**src/inc/dual_timer_defines.svh**
```systemverilog
// offsets, field positions, reset values and counts of the dual timer block
`ifndef DUAL_TIMER_DEFINES_SVH
`define DUAL_TIMER_DEFINES_SVH
// register indexes, byte address is four times the index
`define IDX_C0_HIGH      8'h0D
`define IDX_C0_LOW       8'h0C
`define IDX_C0_CTRL      8'h0E
`define IDX_C1_HIGH      8'h10
`define IDX_C1_LOW       8'h0F
`define IDX_C1_CTRL      8'h11
`define IDX_INT_CTRL     8'h0B
`define IDX_INT_STATUS   8'h30
`define IDX_INT_MASK     8'h31
// control field positions
`define CTRL_EDGE_BIT    3
`define CTRL_EN_BIT      4
`define CTRL_MODE_LSB    6
`define CTRL_RESET       8'h08
`define CTRL_WMASK       8'hD8
// interrupt control field positions
`define INTC_COUNTER0_INTERRUPT_ENABLE_BIT    2
`define INTC_COUNTER1_INTERRUPT_ENABLE_BIT    3
`define INTC_T0F_BIT     5
`define INTC_T1F_BIT     6
`define INTC_WMASK       8'h7F
// internal clock divider
`define PRESCALE_DIV     2'h3
`define COUNT_MAX        16'hFFFF
`endif

```
**src/inc/dual_timer_pkg.sv**
```systemverilog
// types shared by the dual timer block
package dual_timer_pkg;
    typedef enum logic [3:0] {
        MODE_UNUSED = 4'b0001,
        MODE_EVENT  = 4'b0010,
        MODE_TIMER  = 4'b0100,
        MODE_PULSE  = 4'b1000
    } mode_t;
    typedef enum logic [2:0] {
        PW_ARMED   = 3'b001,
        PW_COUNT   = 3'b010,
        PW_DONE    = 3'b100
    } pw_state_t;
    typedef struct packed {
        logic [1:0] mode;
        logic       enable;
        logic       edge_sel;
    } ctrl_t;
endpackage : dual_timer_pkg

```
**src/rtl/dual_timer_event_counter.sv**
```systemverilog
// two 16-bit timer event counters behind an ahb-lite slave
// Functional notes
// - two 16-bit up counters, timer at clock over four, event from pin
// - low byte writes go to buffer, moved in on high byte write
// - reading low byte returns low byte buffer
// - mode bits 7:6: 01 event, 10 timer, 11 pulse width, 00 unused
// - counter 0 flag at interrupt control bit 5, counter 1 bit 6
// - event mode: edge bit 1 counts falling, 0 counts rising
// - pulse mode: edge bit 1 starts rising stops falling, else inverse
// - pulse mode: return to original level stops and clears enable
// - after one measurement hold result until enable set again
// - pulse mode overflow also reloads and raises interrupt
// - control bit 4 enables counting, only software clears it otherwise
// - counter overflow acts as a wake-up source
// - interrupt enable bit at 0 disables that counter interrupt
// - control bits 0 to 2 and 5 read as zero
// - preload write loads counter when disabled, only preload when enabled
// - counter clock blocked during a software read of its high or low byte
`include "dual_timer_defines.svh"
`timescale 1ns/1ns
`default_nettype none
module dual_timer_event_counter #(
    parameter int WIDTH = 16
) (
    input  wire logic        mclk_in,
    input  wire logic        arst_n_in,
    input  wire logic        clk_en_in,
    input  wire logic        hsel_in,
    input  wire logic [31:0] haddr_in,
    input  wire logic [1:0]  htrans_in,
    input  wire logic        hwrite_in,
    input  wire logic [2:0]  hsize_in,
    input  wire logic [31:0] hwdata_in,
    input  wire logic        hready_in,
    input  wire logic [1:0]  pin_in,
    output logic      [31:0] hrdata_out,
    output logic             hreadyout_out,
    output logic             hresp_out,
    output logic             irq_out,
    output logic             wakeup_out
);
    // decode of mode field
    // mode field decode
    function automatic dual_timer_pkg::mode_t decode_mode(input logic [1:0] m);
        case (m)
            2'b01:   decode_mode = dual_timer_pkg::MODE_EVENT;
            2'b10:   decode_mode = dual_timer_pkg::MODE_TIMER;
            2'b11:   decode_mode = dual_timer_pkg::MODE_PULSE;
            default: decode_mode = dual_timer_pkg::MODE_UNUSED;
        endcase
    endfunction : decode_mode

    // address phase capture
    logic        dwr_reg;
    logic        drd_reg;
    logic [7:0]  didx_reg;
    logic        aphase;
    logic [7:0]  aidx;
    assign aphase = hsel_in && hready_in && htrans_in[1] && clk_en_in;
    assign aidx   = haddr_in[9:2];

    always_ff @(posedge mclk_in or negedge arst_n_in)
    begin
        if (!arst_n_in)
        begin
            dwr_reg  <= 1'b0;
            drd_reg  <= 1'b0;
            didx_reg <= 8'h00;
        end
        else if (clk_en_in)
        begin
            dwr_reg  <= aphase && hwrite_in;
            drd_reg  <= aphase && !hwrite_in;
            didx_reg <= aidx;
        end
    end

    // pin synchronisers, two flops then edge history
    logic [1:0] pin_s1_reg;
    logic [1:0] pin_s2_reg;
    logic [1:0] pin_d_reg;
    always_ff @(posedge mclk_in or negedge arst_n_in)
    begin
        if (!arst_n_in)
        begin
            pin_s1_reg <= 2'b00;
            pin_s2_reg <= 2'b00;
            pin_d_reg  <= 2'b00;
        end
        else if (clk_en_in)
        begin
            pin_s1_reg <= pin_in;
            pin_s2_reg <= pin_s1_reg;
            pin_d_reg  <= pin_s2_reg;
        end
    end

    // internal clock divider, one tick every four clocks
    logic [1:0] pre_reg;
    logic       tick;
    always_ff @(posedge mclk_in or negedge arst_n_in)
    begin
        if (!arst_n_in)
            pre_reg <= 2'h0;
        else if (clk_en_in)
            pre_reg <= pre_reg + 2'h1;
    end
    assign tick = (pre_reg == `PRESCALE_DIV);

    // interrupt control register, sticky status and mask
    logic [7:0] intc_reg;
    logic [1:0] ist_reg;
    logic [1:0] imask_reg;
    logic [1:0] ovf;
    logic [1:0] low_hit;
    logic [1:0] high_hit;
    logic [1:0] ctrl_hit;
    logic [1:0] cnt_rd;
    logic [WIDTH-1:0] cnt_reg [2];
    logic [WIDTH-1:0] pre_ld_reg [2];
    logic [7:0]       lowbuf_reg [2];
    dual_timer_pkg::ctrl_t ctrl_reg [2];
    logic             intc_wr;
    logic             ist_wr;
    logic             imask_wr;

    assign intc_wr  = dwr_reg && (didx_reg == `IDX_INT_CTRL);
    assign ist_wr   = dwr_reg && (didx_reg == `IDX_INT_STATUS);
    assign imask_wr = dwr_reg && (didx_reg == `IDX_INT_MASK);

    // per counter logic
    genvar g;
    generate
        for (g = 0; g < 2; g++)
        begin : g_ctr
            localparam logic [7:0] IDX_H = (g == 0) ? `IDX_C0_HIGH : `IDX_C1_HIGH;
            localparam logic [7:0] IDX_L = (g == 0) ? `IDX_C0_LOW : `IDX_C1_LOW;
            localparam logic [7:0] IDX_C = (g == 0) ? `IDX_C0_CTRL : `IDX_C1_CTRL;
            dual_timer_pkg::mode_t     mode;
            dual_timer_pkg::pw_state_t pw_reg;
            logic rise;
            logic fall;
            logic start_edge;
            logic stop_edge;
            logic step;
            logic hi_wr;
            logic ctrl_wr;

            assign mode  = decode_mode(ctrl_reg[g].mode);
            assign rise  = pin_s2_reg[g] && !pin_d_reg[g];
            assign fall  = !pin_s2_reg[g] && pin_d_reg[g];
            assign start_edge = ctrl_reg[g].edge_sel ? rise : fall;
            assign stop_edge  = ctrl_reg[g].edge_sel ? fall : rise;
            assign hi_wr    = dwr_reg && (didx_reg == IDX_H);
            assign ctrl_wr  = dwr_reg && (didx_reg == IDX_C);
            assign low_hit[g]  = (didx_reg == IDX_L);
            assign high_hit[g] = (didx_reg == IDX_H);
            assign ctrl_hit[g] = (didx_reg == IDX_C);
            // read blocks counting for the read cycle
            assign cnt_rd[g] = aphase && !hwrite_in && (aidx == IDX_H || aidx == IDX_L);

            // count qualifier per mode
            always_comb
            begin
                step = 1'b0;
                case (mode)
                    dual_timer_pkg::MODE_EVENT:
                        step = ctrl_reg[g].edge_sel ? fall : rise;
                    dual_timer_pkg::MODE_TIMER:
                        step = tick;
                    dual_timer_pkg::MODE_PULSE:
                        step = tick && (pw_reg == dual_timer_pkg::PW_COUNT) && !stop_edge;
                    default:
                        step = 1'b0;
                endcase
                step = step && ctrl_reg[g].enable && !cnt_rd[g];
            end
            assign ovf[g] = step && (cnt_reg[g] == `COUNT_MAX);

            always_ff @(posedge mclk_in or negedge arst_n_in)
            begin
                if (!arst_n_in)
                    lowbuf_reg[g] <= 8'h00;
                else if (clk_en_in && dwr_reg && low_hit[g])
                    lowbuf_reg[g] <= hwdata_in[7:0];
            end

            // preload register
            always_ff @(posedge mclk_in or negedge arst_n_in)
            begin
                if (!arst_n_in)
                    pre_ld_reg[g] <= '0;
                else if (clk_en_in && hi_wr)
                    pre_ld_reg[g] <= {hwdata_in[7:0], lowbuf_reg[g]};
            end

            // counter register
            always_ff @(posedge mclk_in or negedge arst_n_in)
            begin
                if (!arst_n_in)
                    cnt_reg[g] <= '0;
                else if (clk_en_in)
                begin
                    // preload write loads only when disabled
                    if (hi_wr && !ctrl_reg[g].enable)
                        cnt_reg[g] <= {hwdata_in[7:0], lowbuf_reg[g]};
                    else if (ovf[g])
                        cnt_reg[g] <= pre_ld_reg[g];
                    else if (step)
                        cnt_reg[g] <= cnt_reg[g] + 1'b1;
                end
            end

            // pulse width sequencer
            always_ff @(posedge mclk_in or negedge arst_n_in)
            begin
                if (!arst_n_in)
                    pw_reg <= dual_timer_pkg::PW_ARMED;
                else if (clk_en_in)
                begin
                    // rearm only when enable set again
                    if (ctrl_wr && hwdata_in[`CTRL_EN_BIT])
                        pw_reg <= dual_timer_pkg::PW_ARMED;
                    else if (mode == dual_timer_pkg::MODE_PULSE && ctrl_reg[g].enable)
                    begin
                        case (pw_reg)
                            dual_timer_pkg::PW_ARMED:
                                if (start_edge)
                                    pw_reg <= dual_timer_pkg::PW_COUNT;
                            dual_timer_pkg::PW_COUNT:
                                if (stop_edge)
                                    pw_reg <= dual_timer_pkg::PW_DONE;
                            default:
                                pw_reg <= pw_reg;
                        endcase
                    end
                end
            end

            // control register
            always_ff @(posedge mclk_in or negedge arst_n_in)
            begin
                if (!arst_n_in)
                    ctrl_reg[g] <= '{mode:     2'(`CTRL_RESET >> `CTRL_MODE_LSB),
                                     enable:   1'(`CTRL_RESET >> `CTRL_EN_BIT),
                                     edge_sel: 1'(`CTRL_RESET >> `CTRL_EDGE_BIT)};
                else if (clk_en_in)
                begin
                    if (ctrl_wr)
                    begin
                        ctrl_reg[g].mode     <= hwdata_in[`CTRL_MODE_LSB +: 2];
                        ctrl_reg[g].enable   <= hwdata_in[`CTRL_EN_BIT];
                        ctrl_reg[g].edge_sel <= hwdata_in[`CTRL_EDGE_BIT];
                    end
                    else if (mode == dual_timer_pkg::MODE_PULSE && ctrl_reg[g].enable
                             && pw_reg == dual_timer_pkg::PW_COUNT && stop_edge)
                        ctrl_reg[g].enable <= 1'b0;
                end
            end
        end
    endgenerate

    // interrupt control register with hardware set flags
    always_ff @(posedge mclk_in or negedge arst_n_in)
    begin
        if (!arst_n_in)
            intc_reg <= 8'h00;
        else if (clk_en_in)
        begin
            if (intc_wr)
                intc_reg <= hwdata_in[7:0] & `INTC_WMASK;
            // flag positions, set wins over write
            if (ovf[0])
                intc_reg[`INTC_T0F_BIT] <= 1'b1;
            if (ovf[1])
                intc_reg[`INTC_T1F_BIT] <= 1'b1;
        end
    end

    // sticky status, write one clears, set wins
    always_ff @(posedge mclk_in or negedge arst_n_in)
    begin
        if (!arst_n_in)
            ist_reg <= 2'b00;
        else if (clk_en_in)
            ist_reg <= (ist_reg & ~(ist_wr ? hwdata_in[1:0] : 2'b00)) | ovf;
    end

    always_ff @(posedge mclk_in or negedge arst_n_in)
    begin
        if (!arst_n_in)
            imask_reg <= 2'b00;
        else if (clk_en_in && imask_wr)
            imask_reg <= hwdata_in[1:0];
    end

    // interrupt and wake outputs
    always_ff @(posedge mclk_in or negedge arst_n_in)
    begin
        if (!arst_n_in)
        begin
            irq_out    <= 1'b0;
            wakeup_out <= 1'b0;
        end
        else if (clk_en_in)
        begin
            // per counter interrupt enable gates the request
            irq_out <= |(ist_reg & imask_reg &
                         {intc_reg[`INTC_COUNTER1_INTERRUPT_ENABLE_BIT], intc_reg[`INTC_COUNTER0_INTERRUPT_ENABLE_BIT]});
            wakeup_out <= |ovf;
        end
    end

    // read data mux
    logic [7:0] rd_byte;
    always_comb
    begin
        rd_byte = 8'h00;
        if (low_hit[0])
            rd_byte = lowbuf_reg[0];
        else if (low_hit[1])
            rd_byte = lowbuf_reg[1];
        else if (high_hit[0])
            rd_byte = cnt_reg[0][15:8];
        else if (high_hit[1])
            rd_byte = cnt_reg[1][15:8];
        else if (ctrl_hit[0])
            rd_byte = {ctrl_reg[0].mode, 1'b0, ctrl_reg[0].enable,
                       ctrl_reg[0].edge_sel, 3'b000};
        else if (ctrl_hit[1])
            rd_byte = {ctrl_reg[1].mode, 1'b0, ctrl_reg[1].enable,
                       ctrl_reg[1].edge_sel, 3'b000};
        else if (didx_reg == `IDX_INT_CTRL)
            rd_byte = intc_reg;
        else if (didx_reg == `IDX_INT_STATUS)
            rd_byte = {6'h00, ist_reg};
        else if (didx_reg == `IDX_INT_MASK)
            rd_byte = {6'h00, imask_reg};
    end

    // bus answer, one wait state on reads, none on writes
    always_ff @(posedge mclk_in or negedge arst_n_in)
    begin
        if (!arst_n_in)
        begin
            hrdata_out    <= 32'h0000_0000;
            hreadyout_out <= 1'b1;
            hresp_out     <= 1'b0;
        end
        else if (clk_en_in)
        begin
            hrdata_out    <= (aphase && !hwrite_in) ? 32'h0000_0000 : {24'h00_0000, rd_byte};
            // read data is registered from the data phase index, so stretch reads by one clock
            hreadyout_out <= !(aphase && !hwrite_in);
            hresp_out     <= 1'b0;
        end
    end
endmodule : dual_timer_event_counter
`default_nettype wire

```
**config.mk**
```make
export PLATFORM = sky130hd
export DESIGN_NAME = dual_timer_event_counter
export DESIGN_NICKNAME = d
export VERILOG_FILES = /design/src/inc/dual_timer_pkg.sv /design/src/rtl/dual_timer_event_counter.sv
export VERILOG_INCLUDE_DIRS = /design/src /design/src/inc
export SDC_FILE = /design/constraint.sdc
export NUM_CORES = 1
export LEC_CHECK = 0
export ABC_AREA = 0
export BUFFER_PORTS_ARGS = -buffer_cell sky130_fd_sc_hd__buf_2
export CAP_MARGIN = 40
export CORE_ASPECT_RATIO = 1.25
export CORE_UTILIZATION = 25
export CTS_BUF_LIST = sky130_fd_sc_hd__clkbuf_2
export DETAILED_ROUTE_END_ITERATION = 6
export GPL_TIMING_DRIVEN = 0
export PLACE_DENSITY = 0.41
export SLEW_MARGIN = 30
export SYNTH_ARGS = -nofsm -noshare
export SYNTH_HDL_FRONTEND = slang
export SYNTH_SLANG_ARGS = --single-unit
```
**constraint.sdc**
```tcl
create_clock -name mclk_in -period 2.5 [get_ports mclk_in]
set_input_delay 0.125 -clock mclk_in [delete_from_list [all_inputs] [get_ports mclk_in]]
set_output_delay 0.125 -clock mclk_in [all_outputs]
set_load 0.02 [all_outputs]
```
; Yosys cells after proc, flatten, opt, wreduce, memory -nomap -nowiden
; Cells that the tools add are included.
[totals]
reg_bits = 157
latch_bits = 0
ram_bits = 0
romBits = 0
memories = 0
[op_classes]
add_sub_neg = 3
multipliers = 0
n_div = 0
order_cmp = 0
eq_ne = 36
n_shift = 0
mux = 42
bitwise = 5
n_reduce_logical = 81
[ops]
columns = operator, n
row1 = 2-to-1 mux 16 bit, 6
row2 = "equality test 8 x 4 -> 1 bit, second input constant", 8
row3 = 2-to-1 mux 8 bit, 7
row4 = logical AND 1 bit, 44
row5 = "adder 16 x 1 -> 16 bit, second input constant", 2
row6 = "equality test 16 bit, second input constant", 2
row7 = "equality test 8 x 5 -> 1 bit, second input constant", 3
row8 = 2-to-1 mux 3 bit, 8
row9 = one-hot mux 4 bit (3 select lines), 2
row10 = AND reduction 2 bit, 9
row11 = "equality test 8 x 6 -> 1 bit, second input constant", 2
row12 = 2-to-1 mux 7 bit, 2
row13 = logical NOT 1 bit, 12
row14 = one-hot mux 3 bit (2 select lines), 2
row15 = nonzero test 2 bit, 6
row16 = nonzero test 3 bit, 4
row17 = "equality test 2 bit, second input constant", 5
row18 = 2-to-1 mux 1 bit, 10
row19 = AND reduction 5 bit, 2
row20 = "inequality test 3 bit, second input constant", 3
row21 = "equality test 4 x 2 -> 1 bit, second input constant", 2
row22 = "equality test 4 x 3 -> 1 bit, second input constant", 2
row23 = "equality test 4 bit, second input constant", 2
row24 = bitwise AND 2 bit, 3
row25 = other kinds (11), 19

; Logic depth before layout (Yosys ltp)
; Gate-level depths: netlist of run 1.
[logic_depth]
ltp_word = 11
ltp_mapped = 10
ltp_nobuf = 7

; Worst setup path before layout of run 1
; Ideal clock, no wire load.
[synth_path]
path_type = register to register
start = register didx_reg[3]
end = register pre_ld_reg[10] (netlist name)
setup_ps = 125
t_arrival_ps = 2236
required_ps = 2375
setup_slack_ps = 140
stages_incl_launch_ff = 6
n_path_buf = 2
period_less_slack_ps = 2360
cell_sequence = dfrtp_1 > or4b_1 > buf_2 > nor4_2 > buf_4 > mux2_2
[synth_via]
elab_chain_len = 3
[synth_rtl]
columns = element, line_no
row1 = start: declaration, dual_timer_event_counter.sv:56  ; logic [7:0] didx_reg;
row2 = start signal: assignment, dual_timer_event_counter.sv:74  ; didx_reg <= aidx;
row3 = equality test 8 x 5 -> 1 bit, dual_timer_event_counter.sv:154  ; assign hi_wr = dwr_reg && (didx_reg == IDX_H);
row4 = logical AND 1 bit, dual_timer_event_counter.sv:154
row5 = logical AND 1 bit, dual_timer_event_counter.sv:193  ; else if (clk_en_in && hi_wr)
row6 = end signal: indexed assignment, dual_timer_event_counter.sv:194  ; pre_ld_reg[g] <= {hwdata_in[7:0], lowbuf_reg[g]};
row7 = end: declaration, dual_timer_event_counter.sv:120  ; logic [WIDTH-1:0] pre_ld_reg [2];
; No other way between the ends.
; A chain may end at the register's enable or synchronous reset.

; Worst setup path in the final report of run 1
[layout_path]
start = register didx_reg[7]
end = register cnt_reg[11] (netlist name)
[layout_via]
elab_chain_len = 5
elab_cells_between_ends = 6
cone_classes = eq/ne: 1 / mux: 1 / reduce/logical: 4
[layout_rtl]
columns = element, line_no
row1 = equality test 8 x 5 -> 1 bit *, dual_timer_event_counter.sv:154
row2 = logical AND 1 bit *, dual_timer_event_counter.sv:154
row3 = logical AND 1 bit *, dual_timer_event_counter.sv:205  ; if (hi_wr && !ctrl_reg[g].enable)
row4 = nonzero test 3 bit (no source line), n/a
row5 = AND reduction 2 bit (no source line), n/a
row6 = end signal: indexed assignment, dual_timer_event_counter.sv:206  ; cnt_reg[g] <= {hwdata_in[7:0], lowbuf_reg[g]};
row7 = end signal: indexed assignment, dual_timer_event_counter.sv:208  ; cnt_reg[g] <= pre_ld_reg[g];
row8 = end signal: indexed assignment, dual_timer_event_counter.sv:210  ; cnt_reg[g] <= cnt_reg[g] + 1'b1;
row9 = end: declaration, dual_timer_event_counter.sv:119  ; logic [WIDTH-1:0] cnt_reg [2];
; Every way passes the cells marked *; elsewhere a longest branch is shown, timed or not.

==> results_dict.tcl, run 1 <==
set metrics [dict create \
    status "complete, no violations" \
    finalSetupTns_ps 0 \
    rows 70 \
    cts_root_buffer "clkbuf_2" \
    core_mm2 0.0292 \
    cts_buffers 17 \
    maxCapViolCount 0 \
    clkLatencyLatePin_ps 750 \
    worst_pin_slew_ps 898 \
    fin_crit_ps 2470 \
    synth_area_mm2 0.00740 \
    pin_count 113 \
    drt-vias-per-instance 4.80 \
    highest_layer "met4" \
    cp_data_required_time_ps 3140 \
    grtUsageTotal_pct 16.9 \
    wl_met1_um 10400 \
    placed_cell_area_mm2 0.00820 \
    met2WireLength_um 12600 \
    hold_viol_final 0 \
    total_power_w 0.00422 \
    postRouteAntennaNets 0 \
    dieHeight_um 194 \
    holdCritPathClass "in -> reg" \
    overflow 0 \
    syn_inst 730 \
    endpoint_kind "flop" \
    io_buffer_count 31 \
    ys_seq_elements 133 \
    fmax_ghz 0.404 \
    synth_common_cells "dfrtp_1 (128), nand2_1 (82), mux2_2 (80), nor2_1 (46), a21oi_1 (30)" \
    die_w_um 156 \
    synth_edf_count 0 \
    setup_viol 0 \
    syn2layout_area_growth_pct 21.7 \
    worstPathArrival_ps 3110 \
    ff2ff_path_depth 9 \
    relSlewSlack_pct 40.1 \
    wl_um 24500 \
    avgSynthCellArea_um2 10.1 \
    nets 932 \
    min_period_over_period_pct 99.0 \
    wl_met3_um 772 \
    gp_congestion 0.846 \
    synth.distinct_cells 76 \
    cts.htree.levels 4 \
    synth-warning-count 0 \
    antenna_found_initial 1 \
    crit_fanout 6 \
    finalInstanceArea_mm2 0.00901 \
    grt_max_degree 81 \
    initial_core_util_pct 25.4 \
    clk_path_buf_depth 2 \
    worstSetupEndpoint "cnt_reg[11]$_DFFE_PN0P_" \
    synth_seq_area_share_pct 45.1 \
    critPathKind "reg -> reg" \
    rr_startpoint "didx_reg[7]$_DFFE_PN0P_" \
    synth_top_area_cell "dfrtp_1" \
    finClkSkew_ps 50.7 \
    drc_errors 0 \
    grt_first_pass_wirelength_um 37700 \
    dieArea_mm2 0.0303 \
    cts_sinks 133 \
    reg2reg_to "cnt_reg[11]$_DFFE_PN0P_" \
    yosysMostFrequentCell "dfrtp_1" \
    wl_per_cell_um 19.4 \
    async_reset_ff_share_pct 100 \
    via_count 6056 \
    synth_top_area_share_pct 43.3 \
    start_kind "flop" \
    finalMaxSlewViolations 0 \
    crit_start "didx_reg[7]$_DFFE_PN0P_" \
    synth.area.top_cells "dfrtp_1 (43%), mux2_2 (12%), nand2_1 (4.2%), mux2i_1 (2.7%), buf_4 (2.6%)" \
    powerDensity_mw_per_mm2 469 \
    clkTransAtPathRegs_ps 200 \
    ir_worst_vdd_mv 0.207 \
    cts_tree "built" \
    dp_hpwl_um 17500 \
    synth_top_flop_cell "dfrtp_1" \
    drive_gt1_share_pct 28.0 \
    p_leak_nw 4.02 \
    drt_iter0_drc 346 \
    reg2reg_slack_ps 30 \
    firstDrtPassIters 5 \
    grt_pass1_vias 6106 \
]
## worst min path at each step
stage,from,endpoint,slack [ps],depth (start not counted)
2_1_floorplan,arst_n_in,cnt_reg[0]$_DFFE_PN0P_,-170,0
3_3_place_gp,pin_in[0],pin_s1_reg[0]$_DFFE_PN0P_,360,2
3_5_place_dp,arst_n_in,g_ctr[0].pw_reg[2]$_DFFE_PN0P_,90,1
4_1_cts,hsel_in,hrdata_out[4]$_DFFE_PN0P_,6,4
5_1_grt,hsel_in,hrdata_out[4]$_DFFE_PN0P_,30,4
6_report,hsel_in,hrdata_out[4]$_DFFE_PN0P_,140,4
## kinds of logic after synthesis
| kind of cell | count (synthesis) | synth area share (%) |
|---|---|---|
| muxes | 100 | 14.9 |
| buffers and inverters | 73 | 5.36 |
| and+or+nand+nor | 256 | 17.9 |
| xor gates and xnor gates | 25 | 2.96 |
| DFF | 133 | 45.1 |
| adders and majority gates | 3 | 0.507 |
| other | 1 | 0.0507 |
| AOI/OAI and AO/OA | 139 | 13.3 |
## final cells by class
type / count / area (um2)
Tap cell: 396 / 495
Clock inverter: 11 / 135
Inverter: 14 / 52.6
Clock buffer: 20 / 100
Buffer: 57 / 354
Fill cell: 3082 / 20200
Sequential cell: 133 / 3340
Timing Repair Buffer: 81 / 674
Antenna cell: 1 / 2.50
Multi-Input combinational cell: 548 / 3850
## cell usage in the layout, fill, tap and decap left out, types with 7 or more instances in the layout
master,netlist,layout
nor2_1,46,46
buf_2,8,38
nand4_1,12,12
o22ai_1,7,7
xnor2_1,21,21
and3_1,11,11
mux2_2,80,80
nand2_1,82,78
dlygate4sd3_1,0,26
clkbuf_1,18,15
nand3_1,28,27
a2bb2oi_1,7,7
inv_1,13,13
nand2b_1,7,7
a21oi_1,30,30
clkbuf_2,0,21
conb_1,1,25
a221oi_1,9,9
dfrtp_1,128,126
mux2i_1,20,20
nor3_1,19,17
o21ai_0,26,24
buf_4,26,45
## metal layers
layer	GRT usage [%]	vias up
li1	-	2863
met1	20.0	2997
met2	29.8	159
met3	2.92	37
met4	7.37	0
met5	0	-
## report_power, final
| group | leakage (nW) | switching, W | internal, W | total [W] |
|---|---|---|---|---|
| Sequential | 1.75 | 0.0000729 | 0.00222 | 0.00230 |
| Combinational | 2.12 | 0.000320 | 0.000225 | 0.000545 |
| Clock | 0.151 | 0.000827 | 0.000554 | 0.00138 |
| Total | 4.02 | 0.00122 | 0.00300 | 0.00422 |
## critical path: stages (launching register included)
cell and delay [ps]:
dfrtp_1 430, or4b_1 520, buf_6 150, or4_4 530
buf_12 150, nor2_8 110, a21oi_4 80, buf_4 200
a21oi_1 130, o21ai_0 90
## per-stage QoR
step	hold slack (ps)	util (%)	cells	setup slack, ps
6_report	136	30.9	1261	26.1
5_1_grt	32.3	30.9	1261	-10.9
4_1_cts	6.03	30.4	1249	-18.3
3_5_place_dp	92.4	28.1	1184	-579
3_3_place_gp	360	27.9	1181	-859
2_1_floorplan	-171	-	754	140
## repair_timing
action	CTS	global route
pin swaps	3	3
endpoints found under the hold margin	207	0
endpoints found under the setup margin	69	41
setup buffers	8	11
cloned	0	1
hold buffers	27	0
gates resized for setup	18	14
(Power assumes the default switching activity.)
==> run 2: changes to the inputs <==
--- a/config.mk
+++ b/config.mk
@@ -14,7 +14,8 @@
 export CTS_BUF_LIST = sky130_fd_sc_hd__clkbuf_2
 export DETAILED_ROUTE_END_ITERATION = 6
 export GPL_TIMING_DRIVEN = 0
-export PLACE_DENSITY = 0.41
+export PLACE_DENSITY_LB_ADDON = 0.3
+export RECOVER_POWER = 25
 export SLEW_MARGIN = 30
 export SYNTH_ARGS = -nofsm -noshare
 export SYNTH_HDL_FRONTEND = slang
==> results_dict.tcl, run 2 (synthesis gave the netlist of run 1 again) <==
set metrics [dict create \
    dieHeight_um 194 \
    fin_crit_ps 2500 \
    setup_viol 0 \
    nets 923 \
    syn2layout_area_growth_pct 20.8 \
    relSlewSlack_pct 27.3 \
    p_sw_w 0.00130 \
    p_seq_share_pct 54.6 \
    fin_cells 1253 \
    critical-path-top-delay-family "simple AND/OR/NAND/NOR gates" \
    crit_cells 6 \
    core_mm2 0.0292 \
    cp_data_required_time_ps 3200 \
    rows 70 \
    final_util_pct 30.6 \
    wl_um 23000 \
    overflow 0 \
    firstDrtPassIters 5 \
    gp_congestion 0.826 \
    drt_iter0_drc 326 \
    pin_count 113 \
    hold_viol_final 0 \
    cts_tree "built" \
    wl_per_cell_um 18.4 \
    fmax_ghz 0.401 \
    antenna_found_initial 1 \
    drt-vias-per-instance 4.85 \
    p_leak_nw 3.95 \
    crit_fanout 5 \
    postRouteAntennaNets 0 \
    dp_cells 1183 \
    worst_pin_slew_ps 1090 \
    holdCritPathClass "in -> reg" \
    cts_sinks 133 \
    dieArea_mm2 0.0303 \
    path_cells "or4b_4 -> buf_4 -> nor3_1 -> a221oi_1 -> a2bb2oi_1 -> o2bb2ai_1" \
    hold_depth 4 \
    path_buf_inv 1 \
    grt_pass1_vias 6126 \
    min_period_over_period_pct 99.9 \
    cts_root_buffer "clkbuf_2" \
    drive_gt1_share_pct 27.3 \
    clk_path_buf_depth 2 \
    clkLatencyLatePin_ps 760 \
    finalSetupTns_ps 0 \
    slowest_stage "or4b_4" \
    final_common_cell "dfrtp_1" \
    p_clk_share_pct 33.3 \
    finClkSkew_ps 53.0 \
    powerDensity_mw_per_mm2 472 \
    status "complete, no violations" \
    drc_errors 0 \
    ir_worst_vdd_mv 0.210 \
    p_comb_share_pct 12.1 \
    layout_common_cells "dfrtp_1 (127), mux2_2 (80), nand2_1 (79)" \
    io_buffer_count 31 \
    dp_hpwl_um 16300 \
    finalMaxSlewViolations 0 \
    critPathKind "reg -> reg" \
    grtUsageTotal_pct 15.8 \
    slowest_delay_ps 600 \
    finalInstanceArea_mm2 0.00894 \
    initial_core_util_pct 25.4 \
    grt_first_pass_wirelength_um 36000 \
    total_power_w 0.00422 \
    maxCapViolCount 0 \
    ff2ff_path_depth 6 \
    grt_max_degree 78 \
    placed_cell_area_mm2 0.00819 \
    intPower_w 0.00291 \
    endpoint_kind "flop" \
    rsz0062_at_grt "false" \
    cts.htree.levels 4 \
    die_w_um 156 \
    cts_buffers 17 \
    p_sw_share_pct 30.9 \
    worstPathArrival_ps 3200 \
    via_count 6083 \
    start_kind "flop" \
    clkTransAtPathRegs_ps 250 \
]
run 2: cell count changes in the layout (fill, tap and decap cells not counted), moves of 3 or more:
cell	before	now
buf_4	45	37
clkbuf_2	21	18
clkinv_2	5	2
inv_6	0	4
run 2: final cells by class:
type | count | area (um2)
fillers | 3051 | 20200
multi-input cells | 548 | 3860
flip-flops and latches | 133 | 3340
repair buffers | 74 | 598
well taps | 396 | 495
plain buffers | 55 | 337
clock inverters | 15 | 168
clock buffers | 17 | 85.1
inverters | 14 | 52.6
diodes | 1 | 2.50
run 2: final timing paths:
check                                             start                        end  slack, ps
worst max register to register  didx_reg[6]$_DFFE_PN0P_  hrdata_out[5]$_DFFE_PN0P_          4
worst min-delay path                       htrans_in[1]  hrdata_out[3]$_DFFE_PN0P_         80
min in group asynchronous                     arst_n_in  hreadyout_out$_DFFE_PN1P_        860
max in group asynchronous                     arst_n_in    cnt_reg[10]$_DFFE_PN0P_        380
worst min register to register   pre_reg[0]$_DFFE_PN0P_     pre_reg[0]$_DFFE_PN0P_        500
worst max-delay path            didx_reg[6]$_DFFE_PN0P_  hrdata_out[5]$_DFFE_PN0P_          4
run 2: per-layer routing:
| layer | vias to the layer above | part of all wire (%) | global-route usage (%) | routed length [um] |
|---|---|---|---|---|
| met5 | - | 0 | 0 | 0 |
| met4 | 0 | 2.7 | 6.28 | 621 |
| met3 | 35 | 3.6 | 2.79 | 834 |
| met2 | 150 | 52 | 27.9 | 11900 |
| met1 | 3037 | 42 | 18.9 | 9680 |
| li1 | 2861 | - | - | - |
run 2: worst min-delay path, delay by kind of cell:
kind / cells / cell delay (ps)
buffers and inverters: 1 / 100
and+or+nand+nor: 3 / 580
run 2: timing repair:
action | in CTS | in global routing
endpoints found under the setup margin | 66 | 30
endpoints found under the hold margin | 208 | 0
resized for setup | 21 | 10
hold buffers | 26 | 0
setup buffers | 9 | 5
pin swaps | 4 | 4
gates cloned | 1 | 0
run 2: per-stage QoR:
stage                     hold slack (ps)  setup WS (ps)
final                                77.6           3.59
after global routing                 43.9           2.53
after CTS                            16.5          0.249
after detailed placement              100           -417
after global placement                361           -706
after floorplan                      -171            140
run 2: power by group through the flow:
| stage | logic (W) | registers (W) | clock network [W] |
|---|---|---|---|
| after floorplan | 0.000291 | 0.00231 | 0 |
| after global placement | 0.000461 | 0.00233 | 0 |
| after detailed placement | 0.000477 | 0.00233 | 0 |
| after CTS | 0.000522 | 0.00229 | 0.00145 |
| after global routing | 0.000558 | 0.00231 | 0.00154 |
| final | 0.000510 | 0.00230 | 0.00141 |
